<file path="src/pkg/fwup_cfg.svh">
`ifndef FWUP_CFG_SVH
`define FWUP_CFG_SVH

// ==================================================
// Register byte offsets (word aligned)
`define FWUP_OFS_CTRL 6'h00
`define FWUP_OFS_ADDR_LOW 6'h04
`define FWUP_OFS_ADDR_HIGH 6'h08
`define FWUP_OFS_DATA0_LOW 6'h0c
`define FWUP_OFS_DATA0_HIGH 6'h10
`define FWUP_OFS_KEY1_LOW 6'h14
`define FWUP_OFS_KEY1_HIGH 6'h18
`define FWUP_OFS_KEY2_LOW 6'h1c
`define FWUP_OFS_KEY2_HIGH 6'h20
`define FWUP_OFS_KEY3_LOW 6'h24
`define FWUP_OFS_KEY3_HIGH 6'h28
`define FWUP_OFS_STATUS 6'h2c

// ==================================================
// Control register field positions
`define FWUP_BIT_UNLOCKED 7
`define FWUP_BIT_OP_HI 6
`define FWUP_BIT_OP_LO 4
`define FWUP_BIT_ARM 3
`define FWUP_BIT_WSTART 2
`define FWUP_BIT_RDEN 1
`define FWUP_BIT_RSTART 0

// ==================================================
// Reset values
`define FWUP_RST_BYTE 8'h00
`define FWUP_RST_OP 3'h0

// ==================================================
// Operation select codes
`define FWUP_OP_WRITE 3'h0
`define FWUP_OP_ERASE 3'h1
`define FWUP_OP_READ 3'h3
`define FWUP_OP_UNLOCK 3'h6

// ==================================================
// Key pattern, in write order
`define FWUP_KEY1_LOW 8'h00
`define FWUP_KEY1_HIGH 8'h04
`define FWUP_KEY2_LOW 8'h0d
`define FWUP_KEY2_HIGH 8'h09
`define FWUP_KEY3_LOW 8'hc3
`define FWUP_KEY3_HIGH 8'h40

// ==================================================
// Timing
`define FWUP_TMO_US 300
`define FWUP_LOW_SPEED_INTERNAL_OSC_HZ 32000
`define FWUP_TMO_TICKS ((`FWUP_TMO_US * `FWUP_LOW_SPEED_INTERNAL_OSC_HZ) / 1000000)
`define FWUP_CLK_HZ 20000000

`endif

</file>
<file path="src/pkg/fwup_pkg.sv">
// ==================================================
// Shared types
package fwup_pkg;
    // Flash sequencer states
    typedef enum logic [1:0] {
        FWUP_S_IDLE,
        FWUP_S_ERASE,
        FWUP_S_WRITE,
        FWUP_S_READ
    } fwup_state_t;

    // Flash macro command
    typedef enum logic [1:0] {
        FWUP_CMD_NONE,
        FWUP_CMD_ERASE,
        FWUP_CMD_WRITE,
        FWUP_CMD_READ
    } fwup_cmd_t;

    // Register byte
    typedef logic [7:0] fwup_byte_t;
endpackage

</file>
<file path="src/pkg/fwup_tmo_if.sv">
`timescale 1ns/10ps
// ==================================================
// Link between the unlock logic and its timeout counter
interface fwup_tmo_if;
    logic start; // Pulse: restart window
    logic run; // Level: window open
    logic expired; // Pulse: window overflowed
    modport ctrl (output start, output run, input expired);
    modport timer (input start, input run, output expired);
endinterface

</file>
<file path="src/design/fwup_timeout.sv">
`timescale 1ns/10ps
`include "fwup_cfg.svh"
// ==================================================
// Unlock window counter, stepped by low speed oscillator edges
module fwup_timeout #(
    parameter int TICKS = `FWUP_TMO_TICKS
) (
    // System
    input wire logic clk_i,
    input wire logic rst_i,
    // Low speed oscillator level, synchronous to clk_i
    input wire logic low_speed_internal_osc_i,
    // Control
    fwup_tmo_if.timer tmo
);
    import fwup_pkg::*;

    logic osc_reg; // Previous oscillator level
    logic [15:0] cnt_reg; // Oscillator edges seen
    logic exp_reg; // Expiry pulse
    wire osc_rise = low_speed_internal_osc_i & ~osc_reg;
    wire at_end = (cnt_reg == 16'(TICKS - 1));

    // Count only oscillator edges, never system clocks
    always_ff @(posedge clk_i)
    begin
        if (rst_i)
        begin
            osc_reg <= 1'b0;
            cnt_reg <= 16'h0000;
            exp_reg <= 1'b0;
        end
        else
        begin
            osc_reg <= low_speed_internal_osc_i;
            exp_reg <= 1'b0;
            if (tmo.start || !tmo.run)
                cnt_reg <= 16'h0000;
            else if (osc_rise)
            begin
                if (at_end)
                    exp_reg <= 1'b1;
                else
                    cnt_reg <= cnt_reg + 16'h0001;
            end
        end
    end

    assign tmo.expired = exp_reg;

    // Expiry only after a full window of edges
    a_tmo_full_window: assert property (@(posedge clk_i) disable iff (rst_i)
        $rose(exp_reg) |-> $past(cnt_reg) == 16'(TICKS - 1))
        else $error("timeout fired early");
endmodule

</file>
<file path="src/design/fwup_top.sv">
`timescale 1ns/10ps
`include "fwup_cfg.svh"
// Contract
// - Unlock window lasts three hundred microseconds (code: nine 32 kHz oscillator edges, at most about 281 us)
// - Window counter steps on low speed oscillator
// - Timeout or bad key disarms, stays locked
// - Correct key unlocks, disarms, sets flag
// - Flash changes only while unlocked flag set
// - Clearing unlocked flag disables writing
// - Page erase covers sixty four words
// - Erase page from high byte, low top bits
// - Page equals high times four plus top bits
// - CPU stalls while write or read start set
// - Key high bytes readable, writable, reset zero
// - Operation codes write, erase, read, unlock
// - Software writes of one to flag ignored
// - Start bits cleared by hardware on completion
// - Data high write loads buffer, bumps address
module fwup_top #(
    parameter int ADDR_HI_W = 6,
    parameter int PAGE_WORDS = 64,
    parameter int TMO_TICKS = `FWUP_TMO_TICKS
) (
    // System
    input wire logic clk_i,
    input wire logic rst_i,
    // Wishbone slave
    input wire logic wb_cyc_i,
    input wire logic wb_stb_i,
    input wire logic wb_we_i,
    input wire logic [5:0] wb_adr_i,
    input wire logic [3:0] wb_sel_i,
    input wire logic [31:0] wb_dat_i,
    output logic [31:0] wb_dat_o,
    output logic wb_ack_o,
    // Oscillator and CPU
    input wire logic low_speed_internal_osc_i,
    output logic cpu_stall_o,
    // Flash macro
    output fwup_pkg::fwup_cmd_t flash_cmd_o,
    output logic [ADDR_HI_W+7:0] flash_addr_o,
    output logic [15:0] flash_wdata_o,
    input wire logic flash_done_i,
    input wire logic [15:0] flash_rdata_i
);
    import fwup_pkg::*;

    localparam int AW = ADDR_HI_W + 8;
    localparam int IW = $clog2(PAGE_WORDS);

    // ==================================================
    // Registers
    logic unlocked_reg; // Write unlocked status flag
    logic [2:0] op_reg; // Operation select
    logic arm_reg; // Unlock armed
    logic wstart_reg; // Write or erase start
    logic rden_reg; // Read enable
    logic rstart_reg; // Read start
    logic [AW-1:0] addr_reg; // Flash address pair
    fwup_byte_t data0_lo_reg; // First data word, low
    fwup_byte_t data0_hi_reg; // First data word, high
    fwup_byte_t key_reg [6]; // Key word bytes 1L..3H
    logic [15:0] wbuf [PAGE_WORDS]; // Page write buffer
    logic ack_reg; // Bus answer
    logic [31:0] rdat_reg; // Bus read data
    fwup_state_t state_reg; // Flash sequencer
    logic [IW-1:0] idx_reg; // Word walk index
    fwup_cmd_t cmd_reg; // Flash command out
    logic [AW-1:0] faddr_reg; // Flash address out
    logic [15:0] fwdata_reg; // Flash data out
    logic stall_reg; // CPU stall out

    // ==================================================
    // Bus decode
    wire acc = wb_cyc_i & wb_stb_i;
    wire wr_fire = acc & wb_we_i & ack_reg & wb_sel_i[0];
    wire [7:0] wbyte = wb_dat_i[7:0];
    wire wr_ctrl = wr_fire && wb_adr_i == `FWUP_OFS_CTRL;
    wire wr_alo = wr_fire && wb_adr_i == `FWUP_OFS_ADDR_LOW;
    wire wr_ahi = wr_fire && wb_adr_i == `FWUP_OFS_ADDR_HIGH;
    wire wr_d0lo = wr_fire && wb_adr_i == `FWUP_OFS_DATA0_LOW;
    wire wr_d0hi = wr_fire && wb_adr_i == `FWUP_OFS_DATA0_HIGH;
    wire [5:0] key_ofs = wb_adr_i - `FWUP_OFS_KEY1_LOW;
    wire key_hit = wb_adr_i >= `FWUP_OFS_KEY1_LOW && wb_adr_i <= `FWUP_OFS_KEY3_HIGH
        && key_ofs[1:0] == 2'h0;
    wire wr_key = wr_fire && key_hit;
    wire [2:0] key_idx = key_ofs[4:2];
    wire wr_last_key = wr_fire && wb_adr_i == `FWUP_OFS_KEY3_HIGH;

    // Control write fields
    wire [2:0] op_new = wbyte[`FWUP_BIT_OP_HI:`FWUP_BIT_OP_LO];
    wire arm_new = wbyte[`FWUP_BIT_ARM];
    wire ws_req = wr_ctrl & wbyte[`FWUP_BIT_WSTART];
    wire rs_req = wr_ctrl & wbyte[`FWUP_BIT_RSTART];
    wire flag_clr = wr_ctrl & ~wbyte[`FWUP_BIT_UNLOCKED];

    // ==================================================
    // Unlock window and key check
    fwup_tmo_if tmo ();
    wire arm_start = wr_ctrl && op_new == `FWUP_OP_UNLOCK && arm_new && !arm_reg;
    wire armed = arm_reg && op_reg == `FWUP_OP_UNLOCK;
    wire key_ok = key_reg[0] == `FWUP_KEY1_LOW && key_reg[1] == `FWUP_KEY1_HIGH
        && key_reg[2] == `FWUP_KEY2_LOW && key_reg[3] == `FWUP_KEY2_HIGH
        && key_reg[4] == `FWUP_KEY3_LOW && wbyte == `FWUP_KEY3_HIGH;
    wire key_done = armed & wr_last_key;
    wire unlock_set = key_done & key_ok & ~tmo.expired;
    wire arm_drop = armed & (tmo.expired | key_done);
    assign tmo.start = arm_start;
    assign tmo.run = armed;

    fwup_timeout #(
        .TICKS(TMO_TICKS)
    ) u_tmo (
        .clk_i(clk_i),
        .rst_i(rst_i),
        .low_speed_internal_osc_i(low_speed_internal_osc_i),
        .tmo(tmo)
    );

    // ==================================================
    // Start acceptance and operation decode
    wire op_is_wr = op_reg == `FWUP_OP_WRITE;
    wire op_is_er = op_reg == `FWUP_OP_ERASE;
    wire op_is_rd = op_reg == `FWUP_OP_READ;
    wire idle = state_reg == FWUP_S_IDLE;
    wire [2:0] op_eff = wr_ctrl ? op_new : op_reg;
    wire ws_ok = ws_req && unlocked_reg && !wstart_reg && idle
        && (op_eff == `FWUP_OP_WRITE || op_eff == `FWUP_OP_ERASE);
    wire rs_ok = rs_req && wbyte[`FWUP_BIT_RDEN] && !rstart_reg && idle
        && op_eff == `FWUP_OP_READ;
    wire op_done = !idle && flash_done_i && cmd_reg != FWUP_CMD_NONE;
    wire last_word = idx_reg == IW'(PAGE_WORDS - 1);
    wire seq_end = op_done && (state_reg != FWUP_S_WRITE || last_word);

    // Page number and addresses
    wire [AW-IW-1:0] page = addr_reg[AW-1:IW];
    wire [AW-1:0] word_addr = {page, idx_reg};

    // ==================================================
    // Control register and flag
    always_ff @(posedge clk_i)
    begin
        if (rst_i)
        begin
            unlocked_reg <= 1'b0;
            op_reg <= `FWUP_RST_OP;
            arm_reg <= 1'b0;
            wstart_reg <= 1'b0;
            rden_reg <= 1'b0;
            rstart_reg <= 1'b0;
        end
        else
        begin
            // Set wins over a same-cycle clear; writing one does nothing
            if (unlock_set)
                unlocked_reg <= 1'b1;
            else if (flag_clr)
                unlocked_reg <= 1'b0;
            if (wr_ctrl)
            begin
                op_reg <= op_new;
                rden_reg <= wbyte[`FWUP_BIT_RDEN];
            end
            if (arm_drop)
                arm_reg <= 1'b0;
            else if (wr_ctrl)
                arm_reg <= arm_new;
            // Software only sets starts; hardware ends them
            if (ws_ok)
                wstart_reg <= 1'b1;
            else if (seq_end && state_reg != FWUP_S_READ)
                wstart_reg <= 1'b0;
            if (rs_ok)
                rstart_reg <= 1'b1;
            else if (seq_end && state_reg == FWUP_S_READ)
                rstart_reg <= 1'b0;
        end
    end

    // ==================================================
    // Address, data and key registers
    always_ff @(posedge clk_i)
    begin
        if (rst_i)
        begin
            addr_reg <= '0;
            data0_lo_reg <= `FWUP_RST_BYTE;
            data0_hi_reg <= `FWUP_RST_BYTE;
            for (int i = 0; i < 6; i++)
                key_reg[i] <= `FWUP_RST_BYTE;
        end
        else
        begin
            if (wr_alo)
                addr_reg[7:0] <= wbyte;
            else if (wr_ahi)
                addr_reg[AW-1:8] <= wbyte[ADDR_HI_W-1:0];
            else if (wr_d0hi)
                addr_reg <= addr_reg + AW'(1);
            if (wr_d0lo)
                data0_lo_reg <= wbyte;
            else if (op_done && state_reg == FWUP_S_READ)
                data0_lo_reg <= flash_rdata_i[7:0];
            if (wr_d0hi)
                data0_hi_reg <= wbyte;
            else if (op_done && state_reg == FWUP_S_READ)
                data0_hi_reg <= flash_rdata_i[15:8];
            if (wr_key)
                key_reg[key_idx] <= wbyte;
        end
    end

    // Write buffer load on high data byte
    always_ff @(posedge clk_i)
    begin
        if (wr_d0hi)
            wbuf[addr_reg[IW-1:0]] <= {wbyte, data0_lo_reg};
    end

    // ==================================================
    // Flash sequencer
    always_ff @(posedge clk_i)
    begin
        if (rst_i)
        begin
            state_reg <= FWUP_S_IDLE;
            idx_reg <= '0;
            cmd_reg <= FWUP_CMD_NONE;
            faddr_reg <= '0;
            fwdata_reg <= 16'h0000;
        end
        else
        begin
            unique case (state_reg)
                FWUP_S_IDLE:
                begin
                    idx_reg <= '0;
                    if (ws_ok && op_eff == `FWUP_OP_ERASE)
                    begin
                        // One command erases the whole page
                        state_reg <= FWUP_S_ERASE;
                        cmd_reg <= FWUP_CMD_ERASE;
                        faddr_reg <= {page, IW'(0)};
                    end
                    else if (ws_ok)
                    begin
                        state_reg <= FWUP_S_WRITE;
                        cmd_reg <= FWUP_CMD_WRITE;
                        faddr_reg <= {page, IW'(0)};
                        fwdata_reg <= wbuf[0];
                    end
                    else if (rs_ok)
                    begin
                        state_reg <= FWUP_S_READ;
                        cmd_reg <= FWUP_CMD_READ;
                        faddr_reg <= addr_reg;
                    end
                end
                FWUP_S_WRITE:
                begin
                    // Walk every buffered word of the page
                    if (op_done && !last_word)
                    begin
                        idx_reg <= idx_reg + IW'(1);
                        faddr_reg <= word_addr + AW'(1);
                        fwdata_reg <= wbuf[idx_reg + IW'(1)];
                    end
                    else if (op_done)
                    begin
                        state_reg <= FWUP_S_IDLE;
                        cmd_reg <= FWUP_CMD_NONE;
                    end
                end
                FWUP_S_ERASE, FWUP_S_READ:
                begin
                    if (op_done)
                    begin
                        state_reg <= FWUP_S_IDLE;
                        cmd_reg <= FWUP_CMD_NONE;
                    end
                end
            endcase
        end
    end

    // ==================================================
    // Bus answer and read data
    wire [7:0] ctrl_rd = {unlocked_reg, op_reg, arm_reg, wstart_reg, rden_reg, rstart_reg};
    wire [7:0] addr_hi_rd = 8'(addr_reg[AW-1:8]);
    wire [7:0] stat_rd = {5'h00, armed, stall_reg, ~idle};
    wire [7:0] rd_byte =
        (wb_adr_i == `FWUP_OFS_CTRL) ? ctrl_rd :
        (wb_adr_i == `FWUP_OFS_ADDR_LOW) ? addr_reg[7:0] :
        (wb_adr_i == `FWUP_OFS_ADDR_HIGH) ? addr_hi_rd :
        (wb_adr_i == `FWUP_OFS_DATA0_LOW) ? data0_lo_reg :
        (wb_adr_i == `FWUP_OFS_DATA0_HIGH) ? data0_hi_reg :
        (key_hit && key_ofs[1:0] == 2'h0) ? key_reg[key_idx] :
        (wb_adr_i == `FWUP_OFS_STATUS) ? stat_rd : 8'h00;

    always_ff @(posedge clk_i)
    begin
        if (rst_i)
        begin
            ack_reg <= 1'b0;
            rdat_reg <= 32'h0000_0000;
            stall_reg <= 1'b0;
        end
        else
        begin
            ack_reg <= acc & ~ack_reg;
            if (acc && !ack_reg)
                rdat_reg <= {24'h00_0000, rd_byte};
            // Stall follows the start bits, including a start just granted
            stall_reg <= (wstart_reg | rstart_reg | ws_ok | rs_ok) & ~seq_end;
        end
    end

    assign wb_ack_o = ack_reg;
    assign wb_dat_o = rdat_reg;
    assign cpu_stall_o = stall_reg;
    assign flash_cmd_o = cmd_reg;
    assign flash_addr_o = faddr_reg;
    assign flash_wdata_o = fwdata_reg;

    // ==================================================
    // Checks
    a_unlock_by_key: assert property (@(posedge clk_i) disable iff (rst_i)
        $rose(unlocked_reg) |-> $past(key_done) && $past(key_ok))
        else $error("unlock without correct key");
    a_unlock_disarms: assert property (@(posedge clk_i) disable iff (rst_i)
        unlock_set |=> !arm_reg && unlocked_reg)
        else $error("unlock left arm set");
    a_timeout_disarm: assert property (@(posedge clk_i) disable iff (rst_i)
        armed && tmo.expired && !key_done |=> !arm_reg && !$rose(unlocked_reg))
        else $error("timeout did not disarm");
    a_locked_no_cmd: assert property (@(posedge clk_i) disable iff (rst_i)
        (cmd_reg == FWUP_CMD_ERASE || cmd_reg == FWUP_CMD_WRITE)
        && $past(cmd_reg) == FWUP_CMD_NONE |-> $past(unlocked_reg))
        else $error("flash changed while locked");
    a_flag_set_only: assert property (@(posedge clk_i) disable iff (rst_i)
        wr_ctrl && wbyte[`FWUP_BIT_UNLOCKED] && !unlocked_reg && !unlock_set |=> !unlocked_reg)
        else $error("software set the unlocked flag");
    a_stall_on_start: assert property (@(posedge clk_i) disable iff (rst_i)
        (wstart_reg || rstart_reg) && !seq_end |=> stall_reg)
        else $error("cpu not stalled during flash operation");
endmodule

</file>
<file path="config.mk">
export PLATFORM = sky130hd
export DESIGN_NAME = fwup_top
export DESIGN_NICKNAME = d
export VERILOG_FILES = /design/src/pkg/fwup_pkg.sv /design/src/pkg/fwup_tmo_if.sv /design/src/design/fwup_timeout.sv /design/src/design/fwup_top.sv
export VERILOG_INCLUDE_DIRS = /design/src /design/src/pkg
export SDC_FILE = /design/constraint.sdc
export NUM_CORES = 1
export LEC_CHECK = 0
export ABC_CLOCK_PERIOD_IN_PS = 3500
export BUFFER_PORTS_ARGS = -buffer_cell sky130_fd_sc_hd__buf_2
export CORE_ASPECT_RATIO = 1.25
export CORE_MARGIN = 4
export CORE_UTILIZATION = 40
export DETAILED_ROUTE_END_ITERATION = 8
export GPL_ROUTABILITY_DRIVEN = 0
export HOLD_SLACK_MARGIN = 0.03
export MAX_ROUTING_LAYER = met4
export PLACE_DENSITY = 0.55
export SLEW_MARGIN = 20
export SYNTH_ARGS = -nofsm -noshare
export SYNTH_HDL_FRONTEND = slang
export SYNTH_SLANG_ARGS = --single-unit
</file>
<file path="constraint.sdc">
create_clock -name clk_i -period 3.5 [get_ports clk_i]
set_clock_uncertainty 0.05 [all_clocks]
set_input_delay 0.175 -clock clk_i [delete_from_list [all_inputs] [get_ports clk_i]]
set_output_delay 0.175 -clock clk_i [all_outputs]
set_load 0.05 [all_outputs]
</file>
==> impl_results.rst <==
.. list-table::
   :header-rows: 1

   * - Metric
     - Value
   * - Routed vias
     - 26.4k
   * - Proportion of netlist area held by the largest area contributor
     - 0.679
   * - Number of global-route vias before repair
     - 27.3k
   * - Inserted Clock Buffers
     - 113
   * - I/O Pins
     - 131
   * - Non-filler instance count after layout
     - 4675
   * - Aggregate global routing overflow
     - 0
   * - H-tree depth
     - 3
   * - Ratio of total power to cell area
     - 509 mW/mm2
   * - Placed Cells
     - 4432
   * - Total count of hold-check failures in the final report
     - 0
   * - Commonest cells in the netlist
     - sky130_fd_sc_hd__edfxtp_1 (1088), sky130_fd_sc_hd__mux4_2 (270), sky130_fd_sc_hd__nand2_1 (252)
   * - Class of the most critical setup path
     - reg -> reg
   * - Reported leakage power
     - 18.5 nW
   * - Post-detailed-route wirelength per cell
     - 26.8 um
   * - Synth Cell Area
     - 0.0481 mm2
   * - Post-route setup TNS
     - 0 ps
   * - Mean instance size in the synthesized netlist
     - 17.5 um2
   * - Final WL
     - 125000 um
   * - Setup-violating endpoint count in the final report
     - 0
   * - Crit path from
     - idx_reg[1]
   * - Peak Freq
     - 0.315 GHz
   * - Unrepaired setup endpoints after global routing
     - no
   * - Total Power
     - 28.1 mW
   * - Total Routing Usage GR
     - 0.203
   * - Worst Max-Slew Pin Slew
     - 1080 ps
   * - Origin of the worst min-delay path
     - wb_dat_i[7]
   * - Leading register cell type out of synthesis
     - sky130_fd_sc_hd__edfxtp_1
   * - CTS Hold Bufs
     - 33
   * - Clock latency at the later pin of the worst-skew pair
     - 720 ps
   * - Number of flip-flops in the largest register
     - 1024
   * - Endpoint, Worst Hold
     - unlocked_reg
   * - Library cell with the highest instance count after synthesis
     - sky130_fd_sc_hd__edfxtp_1
   * - Area of the core region
     - 0.120 mm2
   * - Run status
     - finished, final reports clean
   * - Row count
     - 142
   * - Number of maximum-capacitance constraint violations
     - 0
   * - Die Width
     - 318 um
   * - Root Buffer Master
     - sky130_fd_sc_hd__clkbuf_16
   * - Warnings, synthesis
     - 0
   * - Number of flops mapped to enable cells by yosys
     - 1088
   * - Post-CTS Setup Inserts
     - 0
   * - Residual antenna-violating net count after detailed routing
     - 0
   * - Area added between synthesis and finish
     - 14.7%
   * - CTS tree
     - yes
   * - Filler cell count in the final layout
     - 10.3k
   * - DRC viols
     - 0
   * - Die outline area
     - 0.126 mm2
   * - Fraction of registers with async set/reset
     - 0
   * - Register-to-register setup slack
     - 320 ps
   * - Number of design-rule violations left by the first detailed-router iteration
     - 2335
   * - Register bit total from synthesis
     - 1192
   * - IR Drop Worst-Case VDD
     - 0.394 mV
   * - Dominant cells by area after synthesis
     - sky130_fd_sc_hd__edfxtp_1 (68%), sky130_fd_sc_hd__mux4_2 (13%), sky130_fd_sc_hd__dfxtp_1 (4.3%)
   * - Number of standard cells after synthesis
     - 2758
   * - Slew margin rel.
     - 0.276
   * - Min-delay worst type
     - in -> reg
   * - Critical path peak fanout
     - 38
   * - Antenna violations before repair
     - 1
   * - Count of input and output buffers
     - 79
   * - Global-route wire length before repair
     - 185000 um
   * - Post-cts resize count
     - 0
   * - Final Critical Period
     - 3180 ps
   * - Dominant cell type by area after synthesis
     - sky130_fd_sc_hd__edfxtp_1
   * - Critical path arrival
     - 3750 ps
   * - Ratio of cells with drive above 1 in the final layout
     - 0.235
   * - Cell count of the worst hold path
     - 6
   * - Maximum root-to-sink buffer count
     - 3
   * - Number of iterations in the first detailed-routing pass
     - 6
   * - Crit path largest cell delay
     - 840 ps
   * - Reg2Reg Launch Point
     - idx_reg[1]
   * - Layout net count
     - 3070
   * - Initial Utilization
     - 0.402
   * - Crit path max-delay cell type
     - sky130_fd_sc_hd__ha_4
   * - Startpoint Class
     - flop
   * - Per-cell via count in the routed design
     - 5.64
   * - Clock tree sinks
     - 1192
   * - Worst setup EP type
     - flop
   * - Reg2Reg Capture Point
     - flash_wdata_o[10]
   * - Final Cycle Share
     - 0.908
   * - Ordered cell list for the critical path
     - ha_4 > buf_12 > mux4_2 > nand2_1 > a32oi_1 > nand4_1 > a311oi_1
   * - Clock transition at the registers of the reported paths
     - 60 ps
   * - Maximum number of pins on one net before global-route repair
     - 95
   * - Req. time, crit path
     - 4070 ps
   * - Netlist cell types
     - 71
   * - Vertical die dimension
     - 396 um
   * - Final Slew Violations
     - 0
   * - Detail Placement HPWL
     - 78900 um
   * - Fraction of the yosys area taken by sequential cells
     - 0.722
   * - R2R cell count
     - 7
## cell families after synthesis
group / count (synthesis) / share of synthesized area
XOR/XNOR: 31 / 0.00603
adder cells (fa/ha/maj): 9 / 0.00234
AND/OR/NAND/NOR: 720 / 0.0708
multiplexers: 331 / 0.139
buffers and inverters: 210 / 0.0223
other: 1 / 0.0000779
flip-flops: 1192 / 0.722
AO/OA/AOI/OAI: 264 / 0.0377
## cells in the final DEF, fill, tap and decap left out, types with 32 or more instances in the layout
cell type | netlist | final
sky130_fd_sc_hd__a211oi_1 | 34 | 34
sky130_fd_sc_hd__a21oi_1 | 70 | 70
sky130_fd_sc_hd__buf_2 | 28 | 75
sky130_fd_sc_hd__buf_4 | 56 | 168
sky130_fd_sc_hd__clkbuf_1 | 89 | 32
sky130_fd_sc_hd__clkbuf_16 | 0 | 116
sky130_fd_sc_hd__dfxtp_1 | 104 | 95
sky130_fd_sc_hd__dlygate4sd3_1 | 0 | 33
sky130_fd_sc_hd__edfxtp_1 | 1088 | 1088
sky130_fd_sc_hd__mux2i_1 | 60 | 60
sky130_fd_sc_hd__mux4_2 | 270 | 270
sky130_fd_sc_hd__nand2_1 | 252 | 252
sky130_fd_sc_hd__nand3_1 | 87 | 87
sky130_fd_sc_hd__nand4_1 | 47 | 47
sky130_fd_sc_hd__nor2_1 | 193 | 193
sky130_fd_sc_hd__o21ai_0 | 46 | 45
## power breakdown
group	internal [mW]	switching, mW	total [mW]
Clock	7.01	5.22	12.2
Sequential	15.4	0.0121	15.4
Combinational	0.117	0.343	0.460
Total	22.6	5.58	28.1
## worst max-delay path: cells and delay by family, from the launching register on
family / cells / cell delay, ps
and+or+nand+nor: 2 / 290
muxes: 1 / 230
DFF: 1 / 410
AOI/OAI and AO/OA: 2 / 930
buffers and inverters: 1 / 300
adders and majority gates: 1 / 840
## metrics by stage
stage / worst slack [ps] / area, um2 / utilization / hold slack (ps)
6_report: 323 / 55200 / 0.461 / 81.3
5_1_grt: 214 / 55200 / 0.461 / 99.6
4_1_cts: 315 / 55200 / 0.461 / 45.9
3_5_place_dp: 315 / 51200 / 0.428 / 369
3_3_place_gp: 342 / 51200 / 0.428 / 362
2_1_floorplan: 70.2 / 48200 / - / 224
## cell type report
type	count	area, um2	area share
flip-flops and latches	1192	34800	0.629
multi-input cells	1379	12500	0.226
clock buffers	154	3110	0.0562
repair buffers	290	2250	0.0407
well taps	1584	1980	0.0359
clock inverters	55	592	0.0107
inverters	20	75.1	0.00136
diodes	1	2.50	0.0000453
## layer usage
layer	track usage	up-vias	wire length, um
met1	0.255	13700	50200
met3	0.0301	206	7190
li1	-	11500	-
met5	-	-	0
met2	0.338	946	63300
met4	0.0740	0	4600
## worst max-delay path by stage
stage | to | cells past startpoint
after floorplan | wbuf[63][0] | 6
after global placement | flash_wdata_o[4] | 7
after detailed placement | flash_wdata_o[4] | 7
after CTS | flash_wdata_o[4] | 7
after global routing | flash_wdata_o[0] | 8
final | flash_wdata_o[10] | 7
No activity file was read; power rests on OpenSTA's default activity.
